===== config.mk =====
export PLATFORM = sky130hd
export DESIGN_NAME = lpm_sequencer
export DESIGN_NICKNAME = d
export VERILOG_FILES = /design/src/rtl/lpm_pkg.sv /design/src/rtl/lpm_sequencer.sv /design/src/rtl/lpm_sync.sv
export SDC_FILE = /design/constraint.sdc
export NUM_CORES = 1
export LEC_CHECK = 0
export BUFFER_PORTS_ARGS = -buffer_cell sky130_fd_sc_hd__buf_2
export CORE_MARGIN = 2
export CORE_UTILIZATION = 45
export DETAILED_ROUTE_END_ITERATION = 8
export GPL_ROUTABILITY_DRIVEN = 0
export PLACE_DENSITY = 0.75
export SYNTH_ARGS = -nofsm -noshare
export SYNTH_HDL_FRONTEND = slang
export SYNTH_SLANG_ARGS = --single-unit

===== constraint.sdc =====
create_clock -name clk_sys -period 4.41 [get_ports clk_sys]
set_clock_uncertainty 0.15 [all_clocks]
set_input_delay 0.6615 -clock clk_sys [delete_from_list [all_inputs] [get_ports clk_sys]]
set_output_delay 0.6615 -clock clk_sys [all_outputs]
set_load 0.02 [all_outputs]

===== src/rtl/lpm_pkg.sv =====
// lpm_pkg: register map, field layout and mode encodings of the low-power sequencer
// assumes an apb slave with 32-bit data on clk_sys
package lpm_pkg;
  localparam int NUM_WAKE = 8;
  localparam logic [11:0] OFF_CTRL   = 12'h000;
  localparam logic [11:0] OFF_AWEN   = 12'h004;
  localparam logic [11:0] OFF_CAUSE  = 12'h008;
  localparam logic [11:0] OFF_STATUS = 12'h00C;
  localparam logic [11:0] OFF_IRQEN  = 12'h010;
  localparam int CTRL_SLEEP_LSB = 0;
  localparam int CTRL_SLEEP_W   = 2;
  localparam int CTRL_RET_BIT   = 2;
  localparam int CTRL_BKUP_BIT  = 3;
  localparam int CTRL_DEEP_BIT  = 4;
  localparam int CTRL_SOR_BIT   = 5;
  localparam int CTRL_W         = 6;
  localparam logic [CTRL_W-1:0]   CTRL_RST  = 6'h00;
  localparam logic [NUM_WAKE-1:0] AWEN_RST  = 8'h00;
  localparam logic [NUM_WAKE-1:0] ALWAYS_ON = 8'h03;
  localparam logic [1:0] MODE_RUN  = 2'h0;
  localparam logic [1:0] MODE_SLP  = 2'h1;
  localparam logic [1:0] MODE_WAIT = 2'h2;
  localparam logic [1:0] MODE_RET  = 2'h3;
endpackage


===== src/rtl/lpm_sequencer.sv =====
// lpm_sequencer: low-power mode sequencer with apb register file
// assumes core gives one-cycle wfi and exception-return pulses on clk_sys
module lpm_sequencer
  import lpm_pkg::*;
// Overview of operation
// - unmasked priority interrupt wakes from sleep
// - leaving sleep returns to run
// - gated-clock source interrupts never wake sleep
// - core power stays on in wait/retention
// - only 32k clocks run in wait/retention
// - only enabled async sources and always-on sources 0 and 1 wake deep modes
// - wake raises wake interrupt and records cause
// - leaving wait/retention returns to run
// - sleep-on-return also applies to deep modes
#(
  parameter int NW = NUM_WAKE
) (
  input  wire logic          clk_sys,
  input  wire logic          rst_n,
  input  wire logic          psel,
  input  wire logic          penable,
  input  wire logic          pwrite,
  input  wire logic [11:0]   paddr,
  input  wire logic [31:0]   pwdata,
  output logic      [31:0]   prdata,
  output logic               pready,
  output logic               pslverr,
  input  wire logic          wfi_pulse,
  input  wire logic          exc_return_pulse,
  input  wire logic          irq_pending,
  input  wire logic [NW-1:0] periph_irq,
  input  wire logic [NW-1:0] periph_clk_on,
  input  wire logic [NW-1:0] async_wake_in,
  input  wire logic          crystal_32k_clock_en,
  input  wire logic          rc_32k_clock_en,
  output logic               core_clk_en,
  output logic               periph_clk_en,
  output logic               clk32k_xtal_en,
  output logic               clk32k_rc_en,
  output logic               core_pwr_on,
  output logic               asleep_op_allow,
  output logic               wake_interrupt_line,
  output logic [1:0]         mode
);
  typedef enum logic [3:0] {
    ST_RUN  = 4'b0001,
    ST_SLP  = 4'b0010,
    ST_WAIT = 4'b0100,
    ST_RET  = 4'b1000
  } lpm_state_t;

  lpm_state_t st_r, st_nxt;
  logic [CTRL_W-1:0] ctrl_r;
  logic [NW-1:0]     awen_r;
  logic [NW-1:0]     cause_r;
  logic              irqen_r;
  logic [NW-1:0]     wake_s;
  logic [NW-1:0]     wake_q;
  logic [NW-1:0]     wake_rise;
  logic              wr_acc;
  logic              rd_acc;
  logic              entry_req;
  logic              deep;
  logic              sleep_wake;

  lpm_sync #(.W(NW)) u_sync (
    .clk_sys (clk_sys),
    .rst_n   (rst_n),
    .d       (async_wake_in),
    .q       (wake_s)
  );

  function automatic logic hit(input logic [11:0] a, input logic [11:0] o);
    hit = (a == o);
  endfunction

  assign wr_acc = psel && penable && pwrite;
  assign rd_acc = psel && !pwrite;
  assign deep   = ctrl_r[CTRL_DEEP_BIT] && !ctrl_r[CTRL_BKUP_BIT];
  assign entry_req = wfi_pulse || (exc_return_pulse && ctrl_r[CTRL_SOR_BIT]);
  assign sleep_wake = irq_pending || |(periph_irq & periph_clk_on);
  assign wake_rise = wake_s & ~wake_q & (awen_r | ALWAYS_ON);

  always_comb begin
    st_nxt = st_r;
    case (st_r)
      ST_RUN: begin
        if (entry_req && !ctrl_r[CTRL_BKUP_BIT]) begin
          if (!deep) st_nxt = ST_SLP;
          else if (ctrl_r[CTRL_RET_BIT]) st_nxt = ST_RET;
          else st_nxt = ST_WAIT;
        end
      end
      ST_SLP:  if (sleep_wake) st_nxt = ST_RUN;
      ST_WAIT: if (|wake_rise) st_nxt = ST_RUN;
      ST_RET:  if (|wake_rise) st_nxt = ST_RUN;
      default: st_nxt = ST_RUN;
    endcase
  end

  always_ff @(posedge clk_sys or negedge rst_n) begin
    if (!rst_n) st_r <= ST_RUN;
    else st_r <= st_nxt;
  end

  always_ff @(posedge clk_sys or negedge rst_n) begin
    if (!rst_n) wake_q <= '0;
    else wake_q <= wake_s;
  end

  always_ff @(posedge clk_sys or negedge rst_n) begin
    if (!rst_n) begin
      ctrl_r  <= CTRL_RST;
      awen_r  <= AWEN_RST;
      irqen_r <= 1'b0;
    end else if (wr_acc) begin
      if (hit(paddr, OFF_CTRL))  ctrl_r  <= pwdata[CTRL_W-1:0];
      if (hit(paddr, OFF_AWEN))  awen_r  <= pwdata[NW-1:0];
      if (hit(paddr, OFF_IRQEN)) irqen_r <= pwdata[0];
    end
  end

  always_ff @(posedge clk_sys or negedge rst_n) begin
    if (!rst_n) cause_r <= '0;
    else if ((st_r == ST_WAIT) || (st_r == ST_RET))
      cause_r <= cause_r | wake_rise;
    else if (wr_acc && hit(paddr, OFF_CAUSE))
      cause_r <= cause_r & ~pwdata[NW-1:0];
  end

  always_ff @(posedge clk_sys or negedge rst_n) begin
    if (!rst_n) wake_interrupt_line <= 1'b0;
    else wake_interrupt_line <= irqen_r && (|cause_r);
  end

  always_ff @(posedge clk_sys or negedge rst_n) begin
    if (!rst_n) begin
      core_clk_en     <= 1'b1;
      periph_clk_en   <= 1'b1;
      clk32k_xtal_en  <= 1'b0;
      clk32k_rc_en    <= 1'b0;
      core_pwr_on     <= 1'b1;
      asleep_op_allow <= 1'b0;
      mode            <= MODE_RUN;
    end else begin
      core_clk_en     <= (st_nxt == ST_RUN);
      periph_clk_en   <= (st_nxt == ST_RUN) || (st_nxt == ST_SLP);
      clk32k_xtal_en  <= crystal_32k_clock_en;
      clk32k_rc_en    <= rc_32k_clock_en;
      core_pwr_on     <= 1'b1;
      asleep_op_allow <= (st_nxt == ST_SLP) || (st_nxt == ST_WAIT);
      case (st_nxt)
        ST_SLP:  mode <= MODE_SLP;
        ST_WAIT: mode <= MODE_WAIT;
        ST_RET:  mode <= MODE_RET;
        default: mode <= MODE_RUN;
      endcase
    end
  end

  always_ff @(posedge clk_sys or negedge rst_n) begin
    if (!rst_n) begin
      prdata  <= '0;
      pready  <= 1'b0;
      pslverr <= 1'b0;
    end else begin
      pready  <= psel && !penable;
      pslverr <= psel && !penable && !(hit(paddr, OFF_CTRL) || hit(paddr, OFF_AWEN)
                 || hit(paddr, OFF_CAUSE) || hit(paddr, OFF_STATUS) || hit(paddr, OFF_IRQEN));
      if (rd_acc && !penable) begin
        prdata <= '0;
        if (hit(paddr, OFF_CTRL))   prdata <= {26'h0, ctrl_r};
        if (hit(paddr, OFF_AWEN))   prdata <= {24'h0, awen_r};
        if (hit(paddr, OFF_CAUSE))  prdata <= {24'h0, cause_r};
        if (hit(paddr, OFF_STATUS)) prdata <= {28'h0, st_r};
        if (hit(paddr, OFF_IRQEN))  prdata <= {31'h0, irqen_r};
      end
    end
  end

  a_core_power: assert property (@(posedge clk_sys) disable iff (!rst_n)
    core_pwr_on)
    else $error("core power dropped");
  a_sleep_wake: assert property (@(posedge clk_sys) disable iff (!rst_n)
    (st_r == ST_SLP && sleep_wake) |=> (st_r == ST_RUN) ##1 core_clk_en)
    else $error("sleep did not wake");
  a_gated_src: assert property (@(posedge clk_sys) disable iff (!rst_n)
    (st_r == ST_SLP && !irq_pending && !(|(periph_irq & periph_clk_on))) |=> st_r == ST_SLP)
    else $error("gated source woke sleep");
  a_deep_clocks: assert property (@(posedge clk_sys) disable iff (!rst_n)
    (st_r == ST_WAIT || st_r == ST_RET) |-> (!core_clk_en && !periph_clk_en))
    else $error("clocks running in deep mode");
  a_deep_entry: assert property (@(posedge clk_sys) disable iff (!rst_n)
    (st_r == ST_RUN && entry_req && deep && ctrl_r[CTRL_RET_BIT]) |=> st_r == ST_RET)
    else $error("retention not entered");
  a_deep_exit: assert property (@(posedge clk_sys) disable iff (!rst_n)
    (st_r == ST_WAIT && |wake_rise) |=> st_r == ST_RUN ##1 mode == MODE_RUN)
    else $error("wait not left");
  a_ret_noop: assert property (@(posedge clk_sys) disable iff (!rst_n)
    (st_r == ST_RET) |-> !asleep_op_allow)
    else $error("asleep op in retention");
  a_cause_set: assert property (@(posedge clk_sys) disable iff (!rst_n)
    (st_r == ST_RET && |wake_rise) |=> (cause_r & $past(wake_rise)) == $past(wake_rise))
    else $error("cause not recorded");
  a_awen_gate: assert property (@(posedge clk_sys) disable iff (!rst_n)
    (st_r == ST_WAIT && !(|(wake_s & ~wake_q & (awen_r | ALWAYS_ON)))) |=> st_r == ST_WAIT)
    else $error("disabled source woke");
  a_sor_entry: assert property (@(posedge clk_sys) disable iff (!rst_n)
    (st_r == ST_RUN && exc_return_pulse && ctrl_r[CTRL_SOR_BIT] && !ctrl_r[CTRL_BKUP_BIT])
    |=> st_r != ST_RUN)
    else $error("sleep on return ignored");
endmodule


===== src/rtl/lpm_sync.sv =====
// lpm_sync: two-flop synchroniser for a vector of asynchronous levels
// assumes inputs are quasi-static against clk_sys
module lpm_sync #(
  parameter int W = 8
) (
  input  wire logic         clk_sys,
  input  wire logic         rst_n,
  input  wire logic [W-1:0] d,
  output logic      [W-1:0] q
);
  logic [W-1:0] s1_r;
  always_ff @(posedge clk_sys or negedge rst_n) begin
    if (!rst_n) begin
      s1_r <= '0;
      q    <= '0;
    end else begin
      s1_r <= d;
      q    <= s1_r;
    end
  end
endmodule


==> impl_metrics.prom <==
# TYPE chip_impl_metric gauge
chip_impl_metric{name="coreArea",unit="sq um"} 6390
chip_impl_metric{name="number_of_flip_flops_and_latches_in_the_synthesized_netlist",unit=""} 69
chip_impl_metric{name="min_delay_path_depth",unit=""} 0
chip_impl_metric{name="timing.critical_path.fanout_max",unit=""} 8
chip_impl_info{name="critical_path_endpoint_category",value="flip-flop"} 1
chip_impl_metric{name="wirelength",unit="microns"} 6000
chip_impl_metric{name="length_of_the_first_detailed_routing_pass_in_iterations",unit=""} 4
chip_impl_metric{name="post_synthesis_cells",unit=""} 231
chip_impl_metric{name="num_vias",unit=""} 2008
chip_impl_metric{name="cts.sink_count",unit=""} 69
chip_impl_info{name="rsz_0062_raised_after_global_routing",value="false"} 1
chip_impl_metric{name="finalMaxSlewViolations",unit=""} 0
chip_impl_metric{name="worst-slew-pin-transition",unit="ns"} 0.727
chip_impl_info{name="synth_ff_type",value="sky130_fd_sc_hd__dfrtp_1"} 1
chip_impl_metric{name="clkTransAtPathRegs",unit="ns"} 0.07
chip_impl_metric{name="p_int",unit="mW"} 0.906
chip_impl_metric{name="cts.repair_timing.setup_buffer_count",unit=""} 0
chip_impl_metric{name="total_leakage_power",unit="nW"} 1.64
chip_impl_metric{name="worst_skew_pair.late_latency",unit="ns"} 0.34
chip_impl_metric{name="tns",unit="ns"} 0
chip_impl_metric{name="fin_crit",unit="ns"} 2.46
chip_impl_metric{name="layout_worst_path_cycle_share",unit=""} 0.558
chip_impl_metric{name="asyncSetResetFlopFracSynth",unit=""} 1.00
chip_impl_metric{name="synth_warnings",unit=""} 0
chip_impl_metric{name="ant_nets",unit=""} 0
chip_impl_metric{name="total_clock_buffers_created_by_cts",unit=""} 9
chip_impl_metric{name="port-buffer-count",unit=""} 71
chip_impl_metric{name="critical_path_arrival",unit="ns"} 2.54
chip_impl_metric{name="power.density",unit="nW/um^2"} 355
chip_impl_metric{name="grt_use_met1",unit=""} 0.230
chip_impl_metric{name="synth_area",unit="sq um"} 2990
chip_impl_metric{name="antennaDiodeCount",unit=""} 0
chip_impl_metric{name="maxSlewHeadroom",unit=""} 0.515
chip_impl_info{name="tritoncts",value="yes"} 1
chip_impl_metric{name="die-area",unit="sq um"} 7320
chip_impl_info{name="clockRootBuffer",value="sky130_fd_sc_hd__clkbuf_8"} 1
chip_impl_metric{name="grt_pass1_wl",unit="microns"} 9540
chip_impl_metric{name="avgRoutedWirePerCell",unit="microns"} 15.5
chip_impl_metric{name="r2r_cells",unit=""} 4
chip_impl_metric{name="drc",unit=""} 0
chip_impl_info{name="outcome",value="complete, no violations"} 1
chip_impl_metric{name="synth.distinct_cells",unit=""} 47
chip_impl_metric{name="half_perimeter_wire_length_of_the_detailed_placement_result",unit="microns"} 4470
chip_impl_metric{name="clock_buffer_depth",unit=""} 2
chip_impl_metric{name="grt_antenna_before_repair",unit=""} 0
chip_impl_info{name="crit_path_start",value="paddr[8]"} 1
chip_impl_metric{name="grtUsageMet3",unit=""} 0.0664
chip_impl_metric{name="placement_rows",unit=""} 29
chip_impl_info{name="path_class",value="in2reg"} 1
chip_impl_metric{name="critical_path_rt",unit="ns"} 4.49
chip_impl_info{name="hold_start",value="u_sync.s1_r[4]"} 1
chip_impl_metric{name="die-width",unit="microns"} 85.5
chip_impl_metric{name="final_layout_size_suffix_gt1_frac",unit=""} 0.390
chip_impl_metric{name="proportion_of_power_drawn_by_the_clock_network",unit=""} 0.371
chip_impl_metric{name="post_synth.cell_area_avg",unit="sq um"} 13.0
chip_impl_metric{name="synth_enable_flop_cells",unit=""} 0
chip_impl_metric{name="post_drt_via_cell_ratio",unit=""} 5.19
chip_impl_metric{name="synth_seq_area_share",unit=""} 0.578
chip_impl_metric{name="areaGrowthSynthToFinish",unit="%"} 17.1
chip_impl_info{name="top_usage_layer",value="met2"} 1
chip_impl_metric{name="final.fill_count",unit=""} 549
chip_impl_metric{name="grt.total_usage",unit=""} 0.172
chip_impl_metric{name="report.power.total",unit="mW"} 1.24
chip_impl_metric{name="cts_htree_levels",unit=""} 3
chip_impl_info{name="start_kind",value="primary input"} 1
chip_impl_metric{name="number_of_hold_violations_in_the_final_report",unit=""} 0
chip_impl_metric{name="grt_overflow",unit=""} 0
chip_impl_metric{name="register_area",unit="sq um"} 1730
chip_impl_metric{name="p_comb_frac",unit=""} 0.094
chip_impl_metric{name="p_sw",unit="mW"} 0.337
chip_impl_metric{name="drt_iter0_drc",unit=""} 95
chip_impl_metric{name="nNetsFinal",unit=""} 383
chip_impl_metric{name="worst_ir_drop_vdd",unit="mV"} 0.243
chip_impl_info{name="worst_hold_path_type",value="reg2reg"} 1
chip_impl_metric{name="start_util",unit=""} 0.468
chip_impl_metric{name="post_cts_hold_buffer_count",unit=""} 0
chip_impl_metric{name="fmax",unit="GHz"} 0.406
chip_impl_metric{name="boundaryPins",unit=""} 121
chip_impl_metric{name="seq_power_share",unit=""} 0.534
chip_impl_metric{name="grt_max_degree",unit=""} 38
chip_impl_metric{name="netSwitchingFraction",unit=""} 0.271
chip_impl_metric{name="dieHeight",unit="microns"} 85.5
chip_impl_metric{name="combined_area_of_the_multi_input_logic_cells",unit="sq um"} 1120
chip_impl_info{name="rr_startpoint",value="st_r[3]"} 1
chip_impl_metric{name="grt.met2_usage",unit=""} 0.256
chip_impl_metric{name="post_cts_resized",unit=""} 0
chip_impl_metric{name="first_global_vias",unit=""} 1880
chip_impl_metric{name="drv.max_cap_violation_count",unit=""} 0
chip_impl_metric{name="setup_violations",unit=""} 0
power by group through the flow:
stage / clock network, mW / logic, mW / registers (mW)
2_1_floorplan: 0 / 0.0707 / 0.684
3_3_place_gp: 0 / 0.116 / 0.675
3_5_place_dp: 0 / 0.118 / 0.676
4_1_cts: 0.481 / 0.118 / 0.664
5_1_grt: 0.506 / 0.129 / 0.666
6_report: 0.461 / 0.117 / 0.664
logic make-up (layout without fill, tap and decap cells):
family / after synthesis / after routing / share of synthesized area
buffers and inverters: 36 / 92 / 0.0765
AOI/OAI and AO/OA: 38 / 38 / 0.0995
DFF: 69 / 69 / 0.578
muxes: 19 / 19 / 0.0878
and+or+nand+nor: 66 / 66 / 0.152
xor gates and xnor gates: 1 / 1 / 0.00293
other: 2 / 25 / 0.00251
metal layers:
metal,part of all wire,up-vias
met5,0,-
met1,0.43,975
li1,-,953
met3,0.067,8
met2,0.48,72
met4,0.018,0
cells in the mapped netlist (all sizes together), types with 3 or more instances:
| master | number | share of area |
|---|---|---|
| dfrtp | 66 | 0.55 |
| buf | 27 | 0.065 |
| mux2 | 15 | 0.058 |
| nand4 | 12 | 0.025 |
| nand2b | 9 | 0.019 |
| o2bb2ai | 9 | 0.026 |
| nand3 | 8 | 0.022 |
| nor2 | 7 | 0.0088 |
| nand3b | 6 | 0.015 |
| clkbuf | 5 | 0.0063 |
| a21oi | 4 | 0.0067 |
| inv | 4 | 0.0050 |
| mux4 | 4 | 0.030 |
| or2 | 4 | 0.0084 |
| a22o | 3 | 0.0088 |
| a32o | 3 | 0.010 |
| dfstp | 3 | 0.026 |
| nand2 | 3 | 0.0038 |
| nor3 | 3 | 0.0050 |
| nor4 | 3 | 0.011 |
| o21ai | 3 | 0.0050 |
sequential cells by signal, indices dropped and copies added, names as in the netlist, 2 cells and up:
name and count:
u_sync.q 8, u_sync.s1_r 8, wake_q 8, ctrl_r 6, st_r 4, awen_r 8
prdata 8, cause_r 8, mode 2
stage by stage:
stage | setup slack, ns | util | cells | cell area, sq um | hold slack [ns]
floorplan | 1.91 | - | 254 | 3080 | 0.181
global placement | 1.60 | 0.520 | 371 | 3320 | 0.183
detailed placement | 1.58 | 0.520 | 371 | 3320 | 0.185
CTS | 1.95 | 0.549 | 387 | 3500 | 0.203
global route | 1.89 | 0.549 | 387 | 3500 | 0.210
finish | 1.95 | 0.549 | 387 | 3500 | 0.200
cell usage in the layout (no fill, tap or decap), types with 3 or more instances in the layout:
cell | netlist | layout
sky130_fd_sc_hd__a22o_1 | 3 | 3
sky130_fd_sc_hd__nand2b_1 | 9 | 9
sky130_fd_sc_hd__clkbuf_8 | 0 | 9
sky130_fd_sc_hd__dfstp_2 | 3 | 3
sky130_fd_sc_hd__or2_2 | 4 | 4
sky130_fd_sc_hd__dfrtp_1 | 66 | 66
sky130_fd_sc_hd__nand3b_1 | 6 | 6
sky130_fd_sc_hd__mux4_2 | 4 | 4
sky130_fd_sc_hd__conb_1 | 2 | 25
sky130_fd_sc_hd__a21oi_1 | 4 | 4
sky130_fd_sc_hd__nand4_1 | 12 | 12
sky130_fd_sc_hd__nor3_1 | 3 | 3
sky130_fd_sc_hd__mux2_2 | 14 | 14
sky130_fd_sc_hd__clkinvlp_4 | 0 | 4
sky130_fd_sc_hd__nand2_1 | 3 | 3
sky130_fd_sc_hd__nor2_1 | 7 | 7
sky130_fd_sc_hd__o21ai_0 | 3 | 3
sky130_fd_sc_hd__o2bb2ai_1 | 9 | 9
sky130_fd_sc_hd__inv_1 | 4 | 4
sky130_fd_sc_hd__nand3_1 | 6 | 6
sky130_fd_sc_hd__buf_2 | 0 | 71
sky130_fd_sc_hd__a32o_1 | 3 | 3
sky130_fd_sc_hd__inv_6 | 0 | 3
worst max-delay path, stage by stage:
cell and delay, ns:
sky130_fd_sc_hd__buf_2 0.09, sky130_fd_sc_hd__or4_1 0.63, sky130_fd_sc_hd__nor4_4 0.51, sky130_fd_sc_hd__nand3_4 0.28, sky130_fd_sc_hd__mux2_4 0.36
path summary, 6_finish.rpt:
| path | slack (ns) | end |
|---|---|---|
| setup reg to reg | 2.08 | asleep_op_allow |
| min in group asynchronous | 0.22 | st_r[2] |
| setup / recovery | 1.95 | awen_r[6] |
| hold reg to reg | 0.20 | u_sync.q[4] |
| max in group asynchronous | 2.95 | ctrl_r[0] |
| hold / removal | 0.20 | u_sync.q[4] |
final cells by class:
class | instances | area share
Sequential cell | 69 | 0.494
Multi-Input combinational cell | 149 | 0.319
Timing Repair Buffer | 72 | 0.104
Clock buffer | 9 | 0.0354
Tap cell | 77 | 0.0275
Clock inverter | 7 | 0.0161
Inverter | 4 | 0.00429
(Power assumes the default switching activity.)
